**src/rtl/mbpwm_pkg.sv**
```systemverilog
// Constants for the match based PWM timer: offsets, fields, reset values.
// Assumes a classic Wishbone slave with 32-bit data and byte offsets.
//
// Overview of operation
// - A 32-bit counter advances once per terminal count of a 32-bit prescaler.
// - Count source is the clock (timer) or edges of a chosen capture input.
// - Seven match registers feed six outputs, single-edge or, on outputs 2 to 6, double-edge.
// - Cycle match register resets the counter and sets the shared period.
// - Single-edge outputs rise at each cycle match unless held constant low.
// - One extra match register places each single-edge output's falling edge.
// - Double-edge outputs use two match registers for rise and fall positions.
// - Rise before fall gives a positive pulse, fall first a negative one.
// - Period and width are any whole number of counter counts.
// - Software releases new match values; with modulation on they apply only at a cycle boundary.
// - Each match may continue, stop or reset the counter, optionally interrupting.
// - With modulation off the block is a plain timer with match actions.
// - Two units run in lockstep, the leader's enable starting the follower.
// - A capture input edge latches the counter, optionally raising an interrupt.
// - Each external match output goes low, high, toggles or holds on match.
package mbpwm_pkg;
  localparam int DW = 32;
  localparam int AW = 8;
  localparam int SW = 4;
  localparam int NMATCH = 7;
  localparam int NCAP = 2;
  localparam int NEXT = 4;
  localparam int NPWM = 6;
  // Register byte offsets
  localparam logic [7:0] OFF_IR = 8'h00;
  localparam logic [7:0] OFF_TCR = 8'h04;
  localparam logic [7:0] OFF_TC = 8'h08;
  localparam logic [7:0] OFF_PR = 8'h0c;
  localparam logic [7:0] OFF_PC = 8'h10;
  localparam logic [7:0] OFF_MCR = 8'h14;
  localparam logic [7:0] OFF_MR0 = 8'h18;
  localparam logic [7:0] OFF_MR_LAST = 8'h30;
  localparam logic [7:0] OFF_CCR = 8'h34;
  localparam logic [7:0] OFF_CR0 = 8'h38;
  localparam logic [7:0] OFF_CR1 = 8'h3c;
  localparam logic [7:0] OFF_EMR = 8'h40;
  localparam logic [7:0] OFF_CTCR = 8'h44;
  localparam logic [7:0] OFF_PCR = 8'h48;
  localparam logic [7:0] OFF_LER = 8'h4c;
  localparam logic [7:0] OFF_IMR = 8'h50;
  localparam logic [7:0] OFF_SYNC = 8'h54;
  // Timer control bits
  localparam int TCR_EN = 0;
  localparam int TCR_RST = 1;
  localparam int TCR_PWM = 3;
  localparam int TCR_W = 4;
  // Match control, three bits per match register
  localparam int MCR_INT = 0;
  localparam int MCR_RST = 1;
  localparam int MCR_STOP = 2;
  localparam int MCR_W = 3;
  localparam int MCR_BITS = NMATCH * MCR_W;
  // Capture control, three bits per capture input
  localparam int CCR_RISE = 0;
  localparam int CCR_FALL = 1;
  localparam int CCR_INT = 2;
  localparam int CCR_W = 3;
  localparam int CCR_BITS = NCAP * CCR_W;
  // External match: levels in low bits, two action bits each above
  localparam int EMR_CTL = 4;
  localparam int EMR_W = EMR_CTL + 2 * NEXT;
  localparam logic [1:0] EM_NONE = 2'h0;
  localparam logic [1:0] EM_LOW = 2'h1;
  localparam logic [1:0] EM_HIGH = 2'h2;
  localparam logic [1:0] EM_TOGGLE = 2'h3;
  // Count source select
  localparam int CTCR_SEL = 2;
  localparam int CTCR_W = 3;
  localparam logic [1:0] CNT_TIMER = 2'h0;
  localparam logic [1:0] CNT_RISE = 2'h1;
  localparam logic [1:0] CNT_FALL = 2'h2;
  localparam logic [1:0] CNT_BOTH = 2'h3;
  // Modulator control: double-edge selects at bit n, enables at 8+n
  localparam int PCR_ENA = 8;
  localparam int PCR_W = PCR_ENA + NPWM + 1;
  // Interrupt status layout: matches first, then captures
  localparam int IR_CAP = NMATCH;
  localparam int IR_W = NMATCH + NCAP;
  localparam int SYNC_FOLLOW = 0;
  localparam logic [31:0] RESET_WORD = 32'h0;
endpackage : mbpwm_pkg

```
**src/rtl/mbpwm_edge_sync.sv**
```systemverilog
// Two-stage synchroniser with edge detect for the capture pins.
// Assumes asynchronous pin inputs and the timer's clock and enable.
`timescale 1ns/100ps
module mbpwm_edge_sync #(parameter int W = 2)
(
  input wire logic clk, // Timer clock
  input wire logic rst, // Synchronous reset, high
  input wire logic ce, // Clock enable
  input wire logic [W-1:0] din, // Raw pin levels
  output logic [W-1:0] rise, // One-cycle rising pulse
  output logic [W-1:0] fall // One-cycle falling pulse
);
  logic [W-1:0] meta_r;
  logic [W-1:0] sync_r;
  logic [W-1:0] last_r;

  // Synchroniser chain plus one history stage
  always_ff @(posedge clk)
  begin
    if (rst)
    begin
      meta_r <= '0;
      sync_r <= '0;
      last_r <= '0;
    end
    else if (ce)
    begin
      meta_r <= din;
      sync_r <= meta_r;
      last_r <= sync_r;
    end
  end

  // Edges seen only after the second stage
  assign rise = sync_r & ~last_r;
  assign fall = ~sync_r & last_r;
endmodule : mbpwm_edge_sync

```
**src/rtl/mbpwm_top.sv**
```systemverilog
// Match based PWM timer: prescaled counter, seven matches, captures,
// six modulated outputs, four match outputs and a Wishbone slave.
// Assumes classic Wishbone on CLK and asynchronous capture pins.
`timescale 1ns/100ps
module mbpwm_top
(
  input wire logic CLK, // Clock, 25 MHz
  input wire logic RST, // Synchronous reset, high
  input wire logic CE, // Clock enable, freezes all state
  input wire logic CYC_I, // Wishbone cycle
  input wire logic STB_I, // Wishbone strobe
  input wire logic WE_I, // Wishbone write
  input wire logic [mbpwm_pkg::AW-1:0] ADR_I, // Byte address
  input wire logic [mbpwm_pkg::SW-1:0] SEL_I, // Byte lanes
  input wire logic [mbpwm_pkg::DW-1:0] DAT_I, // Write data
  output logic [mbpwm_pkg::DW-1:0] DAT_O, // Read data
  output logic ACK_O, // Wishbone acknowledge
  input wire logic [mbpwm_pkg::NCAP-1:0] CAP_IN, // Capture pins
  input wire logic SYNC_IN, // Leader run level
  output logic SYNC_OUT, // Own enable level to follower
  output logic [mbpwm_pkg::NPWM:1] PWM_OUT, // Modulated outputs
  output logic [mbpwm_pkg::NEXT-1:0] MAT_OUT, // External match outputs
  output logic IRQ // Interrupt, high active
);
  import mbpwm_pkg::*;
  logic ack_r, req, wr, wr_tc, wr_tcr, wr_ler, wr_emr, wr_ir, sync_r;
  logic run, src, pc_tick, tc_tick, any_rst, any_stop;
  logic [DW-1:0] dat_o_r, rdat, wmask, wr_val, tc_r, pc_r, pr_r;
  logic [DW-1:0] mr_w_r [NMATCH], mr_a_r [NMATCH], cr_r [NCAP];
  logic [TCR_W-1:0] tcr_r;
  logic [MCR_BITS-1:0] mcr_r;
  logic [CCR_BITS-1:0] ccr_r;
  logic [CTCR_W-1:0] ctcr_r;
  logic [PCR_W-1:0] pcr_r;
  logic [EMR_W-1:0] emr_r;
  logic [NMATCH-1:0] ler_r, mhit, mint, mrst, mstop;
  logic [IR_W-1:0] ir_r, imr_r, ir_set, ir_clr;
  logic [NPWM:1] pwm_r, dbl, ena;
  logic [NCAP-1:0] cap_rise, cap_fall, cev, cint;

  // Address falls on a match register word
  function automatic logic mr_hit(input logic [AW-1:0] a);
    return (a >= OFF_MR0) && (a <= OFF_MR_LAST) && (a[1:0] == 2'h0);
  endfunction : mr_hit
  // Match register index from address
  function automatic logic [2:0] mr_idx(input logic [AW-1:0] a);
    logic [AW-1:0] d;
    d = a - OFF_MR0;
    return d[4:2];
  endfunction : mr_idx
  // Byte lanes to bit mask
  function automatic logic [DW-1:0] lane_mask(input logic [SW-1:0] s);
    return {{8{s[3]}}, {8{s[2]}}, {8{s[1]}}, {8{s[0]}}};
  endfunction : lane_mask
  // Bus decode; writes land on the edge that sees ACK high
  assign req = CYC_I & STB_I;
  assign wr = CE & req & WE_I & ack_r;
  assign wmask = lane_mask(SEL_I);
  assign wr_val = (rdat & ~wmask) | (DAT_I & wmask);
  assign wr_tc = wr && (ADR_I == OFF_TC);
  assign wr_tcr = wr && (ADR_I == OFF_TCR);
  assign wr_ler = wr && (ADR_I == OFF_LER);
  assign wr_emr = wr && (ADR_I == OFF_EMR);
  assign wr_ir = wr && (ADR_I == OFF_IR);

  // Read mux, unmapped and reserved bits read zero
  always_comb
  begin
    case (ADR_I)
      OFF_IR: rdat = 32'(ir_r);
      OFF_TCR: rdat = 32'(tcr_r);
      OFF_TC: rdat = tc_r;
      OFF_PR: rdat = pr_r;
      OFF_PC: rdat = pc_r;
      OFF_MCR: rdat = 32'(mcr_r);
      OFF_CCR: rdat = 32'(ccr_r);
      OFF_CR0: rdat = cr_r[0];
      OFF_CR1: rdat = cr_r[1];
      OFF_EMR: rdat = 32'(emr_r);
      OFF_CTCR: rdat = 32'(ctcr_r);
      OFF_PCR: rdat = 32'(pcr_r);
      OFF_LER: rdat = 32'(ler_r);
      OFF_IMR: rdat = 32'(imr_r);
      OFF_SYNC: rdat = 32'(sync_r);
      default: rdat = mr_hit(ADR_I) ? mr_w_r[mr_idx(ADR_I)] : RESET_WORD;
    endcase
  end

  // Acknowledge one cycle after the request, read data captured then
  always_ff @(posedge CLK)
  begin
    if (RST)
    begin
      ack_r <= 1'b0;
      dat_o_r <= RESET_WORD;
    end
    else if (CE)
    begin
      ack_r <= req & ~ack_r;
      if (req & ~ack_r)
        dat_o_r <= rdat;
    end
  end
  assign ACK_O = ack_r;
  assign DAT_O = dat_o_r;
  // Plain configuration registers
  always_ff @(posedge CLK)
  begin
    if (RST)
    begin
      pr_r <= RESET_WORD;
      mcr_r <= '0;
      ccr_r <= '0;
      ctcr_r <= '0;
      pcr_r <= '0;
      imr_r <= '0;
      sync_r <= 1'b0;
    end
    else if (wr)
    begin
      case (ADR_I)
        OFF_PR: pr_r <= wr_val;
        OFF_MCR: mcr_r <= wr_val[MCR_BITS-1:0];
        OFF_CCR: ccr_r <= wr_val[CCR_BITS-1:0];
        OFF_CTCR: ctcr_r <= wr_val[CTCR_W-1:0];
        OFF_PCR: pcr_r <= wr_val[PCR_W-1:0];
        OFF_IMR: imr_r <= wr_val[IR_W-1:0];
        OFF_SYNC: sync_r <= wr_val[SYNC_FOLLOW];
        default: ;
      endcase
    end
  end

  // Capture pins through the synchroniser
  mbpwm_edge_sync #(.W(NCAP)) u_cap_sync
  (
    .clk(CLK),
    .rst(RST),
    .ce(CE),
    .din(CAP_IN),
    .rise(cap_rise),
    .fall(cap_fall)
  );
  // Count source: every clock or chosen capture edges
  always_comb
  begin
    case (ctcr_r[1:0])
      CNT_TIMER: src = 1'b1;
      CNT_RISE: src = cap_rise[ctcr_r[CTCR_SEL]];
      CNT_FALL: src = cap_fall[ctcr_r[CTCR_SEL]];
      CNT_BOTH: src = cap_rise[ctcr_r[CTCR_SEL]] | cap_fall[ctcr_r[CTCR_SEL]];
      default: src = 1'b0;
    endcase
  end

  // Follower runs only while the leader runs
  assign run = CE & tcr_r[TCR_EN] & ~tcr_r[TCR_RST] & (~sync_r | SYNC_IN);
  assign pc_tick = run & src;
  assign tc_tick = pc_tick & (pc_r == pr_r);
  assign SYNC_OUT = tcr_r[TCR_EN];

  // Per-match compare and action bits
  for (genvar i = 0; i < NMATCH; i++)
  begin : g_match
    assign mhit[i] = tc_tick & (tc_r == mr_a_r[i]);
    assign mint[i] = mcr_r[i * MCR_W + MCR_INT];
    assign mrst[i] = mcr_r[i * MCR_W + MCR_RST];
    assign mstop[i] = mcr_r[i * MCR_W + MCR_STOP];
  end
  assign any_rst = |(mhit & mrst);
  assign any_stop = |(mhit & mstop);
  // Timer control; a stop match clears enable, software write wins
  always_ff @(posedge CLK)
  begin
    if (RST)
      tcr_r <= '0;
    else if (wr_tcr)
      tcr_r <= wr_val[TCR_W-1:0];
    else if (CE && any_stop)
      tcr_r[TCR_EN] <= 1'b0;
  end

  // Prescaler and counter
  always_ff @(posedge CLK)
  begin
    if (RST)
    begin
      pc_r <= RESET_WORD;
      tc_r <= RESET_WORD;
    end
    else if (CE)
    begin
      if (tcr_r[TCR_RST])
        pc_r <= RESET_WORD;
      else if (pc_tick)
        pc_r <= tc_tick ? RESET_WORD : pc_r + 32'h1;
      if (wr_tc)
        tc_r <= wr_val;
      else if (tcr_r[TCR_RST])
        tc_r <= RESET_WORD;
      else if (tc_tick)
        tc_r <= any_rst ? RESET_WORD : tc_r + 32'h1;
    end
  end

  // Written match values
  always_ff @(posedge CLK)
  begin
    if (RST)
    begin
      for (int i = 0; i < NMATCH; i++)
        mr_w_r[i] <= RESET_WORD;
    end
    else if (wr && mr_hit(ADR_I))
      mr_w_r[mr_idx(ADR_I)] <= wr_val;
  end

  // Active match values: direct in timer use, released at cycle match
  always_ff @(posedge CLK)
  begin
    if (RST)
    begin
      for (int i = 0; i < NMATCH; i++)
        mr_a_r[i] <= RESET_WORD;
    end
    else if (CE)
    begin
      for (int i = 0; i < NMATCH; i++)
        if (!tcr_r[TCR_PWM])
          mr_a_r[i] <= mr_w_r[i];
        else if (mhit[0] && ler_r[i])
          mr_a_r[i] <= mr_w_r[i];
    end
  end

  // Release bits, consumed at the cycle boundary
  always_ff @(posedge CLK)
  begin
    if (RST)
      ler_r <= '0;
    else if (wr_ler)
      ler_r <= wr_val[NMATCH-1:0];
    else if (CE && tcr_r[TCR_PWM] && mhit[0])
      ler_r <= '0;
  end

  // External match outputs and their actions
  always_ff @(posedge CLK)
  begin
    if (RST)
      emr_r <= '0;
    else if (wr_emr)
      emr_r <= wr_val[EMR_W-1:0];
    else if (CE)
    begin
      for (int j = 0; j < NEXT; j++)
        if (mhit[j])
          case (emr_r[EMR_CTL + 2 * j +: 2])
            EM_LOW: emr_r[j] <= 1'b0;
            EM_HIGH: emr_r[j] <= 1'b1;
            EM_TOGGLE: emr_r[j] <= ~emr_r[j];
            default: ;
          endcase
    end
  end
  assign MAT_OUT = emr_r[NEXT-1:0];
  // Capture events per input
  for (genvar k = 0; k < NCAP; k++)
  begin : g_cap
    assign cev[k] = (cap_rise[k] & ccr_r[k * CCR_W + CCR_RISE])
                  | (cap_fall[k] & ccr_r[k * CCR_W + CCR_FALL]);
    assign cint[k] = ccr_r[k * CCR_W + CCR_INT];
  end

  // Capture registers latch the counter
  always_ff @(posedge CLK)
  begin
    if (RST)
    begin
      for (int k = 0; k < NCAP; k++)
        cr_r[k] <= RESET_WORD;
    end
    else if (CE)
    begin
      for (int k = 0; k < NCAP; k++)
        if (cev[k])
          cr_r[k] <= tc_r;
    end
  end

  // Sticky interrupt status, write one to clear, set wins
  assign ir_set = {cev & cint, mhit & mint};
  assign ir_clr = wr_ir ? (DAT_I[IR_W-1:0] & wmask[IR_W-1:0]) : '0;
  always_ff @(posedge CLK)
  begin
    if (RST)
      ir_r <= '0;
    else if (CE)
      ir_r <= (ir_r & ~ir_clr) | ir_set;
  end
  assign IRQ = |(ir_r & imr_r);
  // Output modes: double-edge select and per-output enable
  assign dbl = {pcr_r[NPWM:2], 1'b0};
  assign ena = pcr_r[PCR_ENA + NPWM:PCR_ENA + 1];

  // Modulated outputs; a clearing match beats a setting one
  always_ff @(posedge CLK)
  begin
    if (RST)
      pwm_r <= '0;
    else if (CE)
    begin
      for (int n = 1; n <= NPWM; n++)
        if (!tcr_r[TCR_PWM] || !ena[n])
          pwm_r[n] <= 1'b0;
        else if (mhit[n])
          pwm_r[n] <= 1'b0;
        else if (dbl[n] ? mhit[n-1] : mhit[0])
          pwm_r[n] <= 1'b1;
    end
  end
  assign PWM_OUT = pwm_r;
endmodule : mbpwm_top

```
**config.mk**
```make
export PLATFORM = sky130hd
export DESIGN_NAME = mbpwm_top
export DESIGN_NICKNAME = d
export VERILOG_FILES = /design/src/rtl/mbpwm_pkg.sv /design/src/rtl/mbpwm_edge_sync.sv /design/src/rtl/mbpwm_top.sv
export SDC_FILE = /design/constraint.sdc
export NUM_CORES = 1
export LEC_CHECK = 0
export BUFFER_PORTS_ARGS = -buffer_cell sky130_fd_sc_hd__buf_2
export CORE_ASPECT_RATIO = 1.5
export CORE_MARGIN = 3
export CORE_UTILIZATION = 45
export DETAILED_ROUTE_END_ITERATION = 6
export SYNTH_ARGS = -nofsm -noshare
export SYNTH_HDL_FRONTEND = slang
export SYNTH_HIERARCHICAL = 1
export SYNTH_SLANG_ARGS = --single-unit
```
**constraint.sdc**
```tcl
create_clock -name CLK -period 10.66 [get_ports CLK]
set_input_delay 1.599 -clock CLK [delete_from_list [all_inputs] [get_ports CLK]]
set_output_delay 1.599 -clock CLK [all_outputs]
set_load 0.005 [all_outputs]
```
Yosys cells after proc, flatten, opt, wreduce, memory -nomap -nowiden
Memories as Yosys holds them, arrays and structs flattened.
Index checks and enable logic that the tools add are counted.
- add/subtract/negate cells: 3
- order comparisons: 3
- eq/ne operators: 37
- muxes and demuxes: 123
- bitwise operators: 65
- reductions and logical operators: 77
- operators with widths (operator ; count):
    $mux W32 ; 25
    $pmux W32 S15 ; 1
    $eq A32 B32 Y1 ; 8
    $mux W1 ; 86
    $add A32 B1 Y32 const B ; 2
    $and A32 B32 Y32 ; 2
    $eq A8 B7 Y1 const B ; 6
    $not A32 Y32 ; 1
    $or A32 B32 Y32 ; 1
    $reduce_and A2 Y1 ; 16
    $reduce_or A32 Y1 ; 1
    $and A9 B9 Y9 ; 3
    $eq A8 B6 Y1 const B ; 3
    $and A1 B1 Y1 ; 21
    $and A7 B7 Y7 ; 3
    $reduce_bool A3 Y1 ; 7
    $eq A2 B2 Y1 const B ; 10
    $or A1 B1 Y1 ; 20
    $logic_and A1 B1 Y1 ; 18
    $eq A8 B4 Y1 const B ; 2
    $eq A8 B5 Y1 const B ; 2
    $reduce_bool A2 Y1 ; 8
    $reduce_bool A4 Y1 ; 4
    $mux W7 ; 2
    23 further kinds ; 56
- register bits after elaboration: 228
- bits in writable memories: 512
- bits of input ports: 53
- output and inout bits: 45
- logic and storage cells: 340
- memories: 3
- memory list (memory ; depth ; bits a word ; rd ports ; clocked after Yosys merged registers in ; write ports ; line ; RTL):
    mr_a_r ; 7 ; 32 ; 7 ; 0 ; 7 ; mbpwm_top.sv:29 ; logic [DW-1:0] mr_w_r [NMATCH], mr_a_r [NMATCH], cr_r [NCAP];
    mr_w_r ; 7 ; 32 ; 8 ; 0 ; 7 ; mbpwm_top.sv:29 ;
    cr_r ; 2 ; 32 ; 2 ; 0 ; 2 ; mbpwm_top.sv:29 ;

Depth between registers and ports, before layout
Gate-level depths: netlist of run 1.
- depth after elaboration: 16
- depth in mapped cells: 16
- mapped depth without buffers: 10

Modules after synthesis
The synthesis of run 1 kept the hierarchy.
- by module, submodules not included (module ; instances ; cells an instance ; area each (um2) ; sequential area each (um2)):
    mbpwm_top ; 1 ; 3305 ; 36739.0 ; 20459.6
    mbpwm_edge_sync ; 1 ; 23 ; 239.0 ; 120.1

Worst setup path after synthesis of run 1
OpenSTA, ideal clock, no wires.
- kind: in2reg
- from: in ADR_I[3] (netlist name)
- to: mem mr_w_r[4][0], enable pin
- library setup time: 0.478 ns
- data arrival time: 4.719 ns
- required time: 10.182 ns
- slack: 5.464 ns
- stages on the path: 12
- path buffers: 7
- cell sequence: buf_2 -> buf_2 -> buf_2 -> clkinv_1 -> ha_1 -> buf_2 -> clkbuf_1 -> clkbuf_1 -> nor2_1 -> nand2_1 -> clkbuf_1 -> nand2_1
- RTL lines (element ; line ; RTL):
    from (decl) ; mbpwm_top.sv:13 ; input wire logic [mbpwm_pkg::AW-1:0] ADR_I,
    to (decl) ; mbpwm_top.sv:29 ;

==> impl_metrics.toml, run 1 <==
[grt]
grt_usage_pct = 33.0
antenna_found_initial = 2
overflow = 0
grt_pass1_vias = 27200
grt_max_degree = 174
grt_pass1_wl_mm = 200

[clock_tree]
cts_tree = "done"
post_cts_buffers = 0
cts_max_path_buffers = 3
cts_resized = 0
clock-root-buffer = "clkbuf_16"
cts_sinks = 772
ctsHoldBuffers = 0
htreeDepth = 3
clk-insertion-delay-late_ps = 670
numCtsBuffers = 76
clk_pin_slew_ps = 60

[cells_and_area]
drive_above_1_share_pct = 13.6
nets = 3384
syn2layout_area_growth_pct = 10.1
fin_cells = 4424

[sta]
rsz0062_at_grt = "false"
layout_setup_ws_ps = 4990
timing.setup.tns_ps = 0
finalClockSkew_ps = 34.4
finalHoldViolCount = 0
fmax_mhz = 176
relSlewSlack_pct = 10.3
tightest_slew_ps = 1310
fin_crit_ps = 5670
fin_crit_sh_pct = 53.2
finalMaxSlewViolations = 0
setup_viol = 0

[worst_hold_path]
min_to = "pcr_r[1]"
min-delay-path-class = "reg2reg"
min-delay-start = "pcr_r[1]"
holdPathStages = 2

[worst_setup_path]
rr_endpoint = "mr_a_r[5][25]"
end_kind = "flip-flop"
crit_path_max_fanout = 44
r2r_slack_ps = 5970
cp.arrival_ps = 5940
critical_path_class = "in2reg"
timing.rr.start = "tc_r[26]"
worstSetupStartpointType = "input port"
rr_worst_depth = 8
cp.required_ps = 10930

[yosys]
synth_area_sq_um = 37000
synth_fp_nets = 3392
synth_top_cell_by_area = "edfxtp_1"
netlist_instances = 3328
synthMuxAreaShare_pct = 7.35
yosys_warnings = 6
synth_top_area_share_pct = 41.6
synthArstFlopShare_pct = 0
synthXorXnorAreaFrac_pct = 6.66
ys_types = 87
synthAdderAreaFrac_pct = 0.372
syn_area_per_cell_sq_um = 11.1
synth.most_common_cell = "edfxtp_1"
yosys-top-cells-count = "edfxtp_1 (512), nor2_1 (495), dfxtp_1 (260)"
yosys-top-cells-area = "edfxtp_1 (42%), dfxtp_1 (14%), nor2_1 (5.0%)"
synth_top_family_by_area = "simple AND/OR/NAND/NOR gates"
ys_seq_area_share_pct = 55.7
synth_compound_gate_area_share_pct = 8.84
synthSimpleGateAreaFrac_pct = 17.1
synth_edf_count = 512
ys_ff_latch = 772
ys.flop_type = "edfxtp_1"

[place]
dp.cells = 4282
gp_congestion = 0.964
port_buffers = 97
place_ws_ps = 4340
place_hpwl_mm = 102

[floorplanning]
die-area_sq_um = 85700
die_h_microns = 357
num_rows = 128
io_pins = 98
start_util_pct = 45.5
core-area_sq_um = 81400
die_x_microns = 240

[pwr]
p_leak_nw = 15.1
vdd_drop_max_mv = 0.114
p_total_w = 0.00649
powerDensity_nw_per_um2 = 159

[detailed_routing]
ant_nets = 0
routed_wl_mm = 142
route.detailed.drc = 0
drt_iter0_drc = 3595
wl_per_cell_microns = 32.1
num_vias = 27800
via_per_inst = 6.27
dr.pass1.iters = 6

[status]
status = "finished, final reports clean"

[flow_run]
drv_cap = 0
worst max path at each step:
stage	start	to	depth (start not counted)
6_report	ADR_I[3]	mr_w_r[0][29]	6
5_1_grt	ADR_I[3]	mr_w_r[0][29]	6
4_1_cts	ADR_I[3]	mr_w_r[0][4]	6
3_5_place_dp	ADR_I[3]	mr_w_r[0][27]	6
3_3_place_gp	ADR_I[3]	mr_w_r[0][22]	6
2_1_floorplan	ADR_I[3]	mr_w_r[4][0]	12
layer usage:
metal / vias up / track usage (%) / wire length (microns)
met5: - / 0 / 0
met4: 0 / 22.8 / 11800
met3: 437 / 5.40 / 10900
met1: 13900 / 39.0 / 51100
met2: 1515 / 54.9 / 68300
li1: 11900 / - / -
state kept, by name, summed over array words and instances, names as in the netlist:
name / flops
mr_w_r: 256
mr_a_r: 224
cr_r: 64
DAT_O: 32
pc_r: 32
pr_r: 32
tc_r: 32
mcr_r: 21
pcr_r: 15
emr_r: 12
imr_r: 9
ir_r: 9
ler_r: 7
PWM_OUT: 6
ccr_r: 6
tcr_r: 4
ctcr_r: 3
u_cap_sync/last_r: 2
u_cap_sync/meta_r: 2
u_cap_sync/sync_r: 2
ACK_O: 1
sync_r: 1
layout by cell type (no fill, tap or decap), types with 59 or more instances in the layout:
cell type | Yosys | layout
a21oi_1 | 167 | 161
nand2_1 | 207 | 200
nor4_1 | 60 | 59
mux2i_1 | 71 | 71
buf_2 | 101 | 94
dfxtp_1 | 260 | 260
edfxtp_1 | 512 | 512
nor2_1 | 495 | 492
and2_1 | 238 | 238
buf_4 | 21 | 81
xnor2_1 | 73 | 73
clkbuf_16 | 0 | 77
mux4_2 | 64 | 64
xor2_1 | 208 | 208
critical path, stage by stage:
cell	delay [ps]
buf_4	580
clkinv_1	470
ha_2	440
buf_4	560
nand3_2	950
nand2_2	1190
area by class of cell:
type | count | area, sq um
well taps | 1040 | 1300
clock inverters | 28 | 293
flip-flops and latches | 772 | 20600
repair buffers | 178 | 1120
multi-input cells | 2234 | 15100
fillers | 7386 | 40700
inverters | 58 | 218
diodes | 2 | 5.00
clock buffers | 112 | 2110
through the flow:
step / area (sq um) / hold slack (ps) / util (%)
finish: 40700 / 465 / 50.0
global route: 40700 / 497 / 50.0
CTS: 40700 / 464 / 50.0
detailed placement: 38300 / 457 / 47.1
global placement: 38300 / 447 / 47.1
floorplan: 37000 / 434 / -
power by group:
group	internal (W)	total, W	leakage (nW)	switching, W
logic	0.000136	0.000480	6.40	0.000343
clock network	0.00146	0.00269	1.15	0.00122
registers	0.00328	0.00332	7.59	0.0000490
total	0.00488	0.00649	15.1	0.00161
cell families after synthesis:
logic type	after synthesis
AND/OR/NAND/NOR	1283
buffers and inverters	322
multiplexers	183
XOR/XNOR	281
adder cells (fa/ha/maj)	11
flip-flops	772
AO/OA/AOI/OAI	476
Note: power is estimated with default switching activity, not from simulation.
==> run 2, diff against run 1 <==
Clock period 10.66 ns to 4.95 ns, I/O delays scaled along.
==> run 2 against run 1 <==
  * The run now ends with DRC left
  * Die area stayed put
  * Final cell count increased by 0.97%
  * Total power increased by 120%
  * Register-to-register slack got worse by 5000 ps
  * Final area rose by 1.6%
  * Utilization up 0.82 points
  * Count of clock-buffer cells in the layout down 7
  * Clock skew is 12 ps lower
  * Non-clock buffer count up 42
  * Clock power increased by 130%
  * Wire length grew 6.9%
  * Critical path type is now reg2reg
==> impl_metrics.toml, run 2 (synthesis results as in run 1) <==
[cells_and_area]
num-fill-cells = 7199
top_register = "mr_w_r"
final_common_cell = "edfxtp_1"
reg_top3 = "mr_w_r x256, mr_a_r x224, cr_r x64"
nets = 3427
final_cell_mix = "edfxtp_1 (512), nor2_1 (493), dfxtp_1 (260)"
drive_above_1_share_pct = 14.9
syn2layout_area_growth_pct = 11.9
multi_input_area_sq_um = 15100
fin_cells = 4467
largest_reg_flops = 256
regArea_sq_um = 20600

[grt]
grt_pass1_wl_mm = 212
grt_max_degree = 78
grt_usage_pct = 35.2
antenna_found_initial = 4
overflow = 0
grt_pass1_vias = 27800

[sta]
finalMaxSlewViolations = 0
finalClockSkew_ps = 22.7
fin_crit_ps = 3940
tightest_slew_ps = 1310
fin_crit_sh_pct = 79.6
fmax_mhz = 254
rsz0062_at_grt = "false"
relSlewSlack_pct = 12.4
setup_viol = 0
finalHoldViolCount = 0
timing.setup.tns_ps = 0

[floorplanning]
die_x_microns = 240
core-area_sq_um = 81400
io_pins = 98
die-area_sq_um = 85700
die_h_microns = 357
start_util_pct = 45.5
num_rows = 128

[worst_setup_path]
critPathMaxStageDelay_ps = 870
cp.arrival_ps = 4460
critical_path_class = "reg2reg"
end_kind = "flip-flop"
worstSetupStartpointType = "flip-flop"
critPathTopFamily = "simple AND/OR/NAND/NOR gates"
crit_path_max_fanout = 32
cp_slowest_cell = "dfxtp_1"
path_buf_inv = 1
cp.required_ps = 5470
cp.depth = 9
rr_worst_depth = 9
crit_chain = "xor2_1, nor4_1, nand4_1, nor2_1, and3_1, nand2_1, a21oi_2, buf_4, and2_1"

[clock_tree]
cts_tree = "done"
numCtsBuffers = 77
post_cts_buffers = 0
clock-root-buffer = "clkbuf_16"
ctsHoldBuffers = 0
cts_max_path_buffers = 3
clk-insertion-delay-late_ps = 670
cts_resized = 0
clk_pin_slew_ps = 70
htreeDepth = 3
cts_sinks = 772

[detailed_routing]
dr.pass1.iters = 7
num_vias = 28500
drt_iter0_drc = 3534
wl_per_cell_microns = 34.0
routed_wl_mm = 152
via_per_inst = 6.37
route.detailed.drc = 1
ant_nets = 0

[pwr]
p_total_w = 0.0145
powerDensity_nw_per_um2 = 350
vdd_drop_max_mv = 0.226
p_leak_nw = 15.5

[worst_hold_path]
holdPathStages = 3
min-delay-path-class = "in2reg"

[status]
failed_checks = "DRC"
status = "finished, violations left"

[place]
port_buffers = 97
dp.cells = 4324
place_hpwl_mm = 110
gp_congestion = 0.976

[flow_run]
drv_cap = 0
-- run 2: worst reg2reg max path: cells and delay by family, from the launching register on --
kind                      cells  cell delay [ps]
xor gates and xnor gates      1              300
AOI/OAI and AO/OA             1              160
and+or+nand+nor               6             2060
DFF                           1              870
buffers and inverters         1              410
-- run 2: final timing paths --
check | from | end | slack [ps]
worst max-delay path | tc_r[6] | mr_a_r[3][18] | 1010
worst min-delay path | CAP_IN[1] | u_cap_sync/meta_r[1] | 320
worst min register to register | pcr_r[1] | pcr_r[1] | 460
worst max register to register | tc_r[6] | mr_a_r[3][18] | 1010
-- run 2: metrics by stage --
stage / area [sq um] / hold WS, ps / utilization (%) / setup slack, ps
floorplan: 37000 / 434 / - / 610
global placement: 38700 / 443 / 47.6 / 630
detailed placement: 38700 / 449 / 47.6 / 641
CTS: 41400 / 293 / 50.8 / 1160
global route: 41400 / 326 / 50.8 / 933
finish: 41400 / 319 / 50.8 / 1010
-- run 2: power by group --
group          internal, W  total, W  switching (W)
Sequential         0.00705   0.00718       0.000132
Combinational     0.000324   0.00108       0.000752
Clock              0.00355   0.00620        0.00266
-- run 2: layer usage --
metal	vias to the layer above	part of all wire [%]	global-route usage (%)
li1	12000	-	-
met1	14100	35	41.6
met2	1873	47	57.6
met3	488	8.4	5.11
met4	2	9.6	27.6
met5	-	0.0086	0
-- run 2: layout make-up --
| cell class | count | share of cell area [%] |
|---|---|---|
| flip-flops and latches | 772 | 49.7 |
| multi-input cells | 2234 | 36.4 |
| clock buffers | 105 | 5.11 |
| repair buffers | 220 | 3.81 |
| well taps | 1040 | 3.15 |
| clock inverters | 36 | 1.22 |
| inverters | 58 | 0.526 |
| diodes | 2 | 0.0121 |
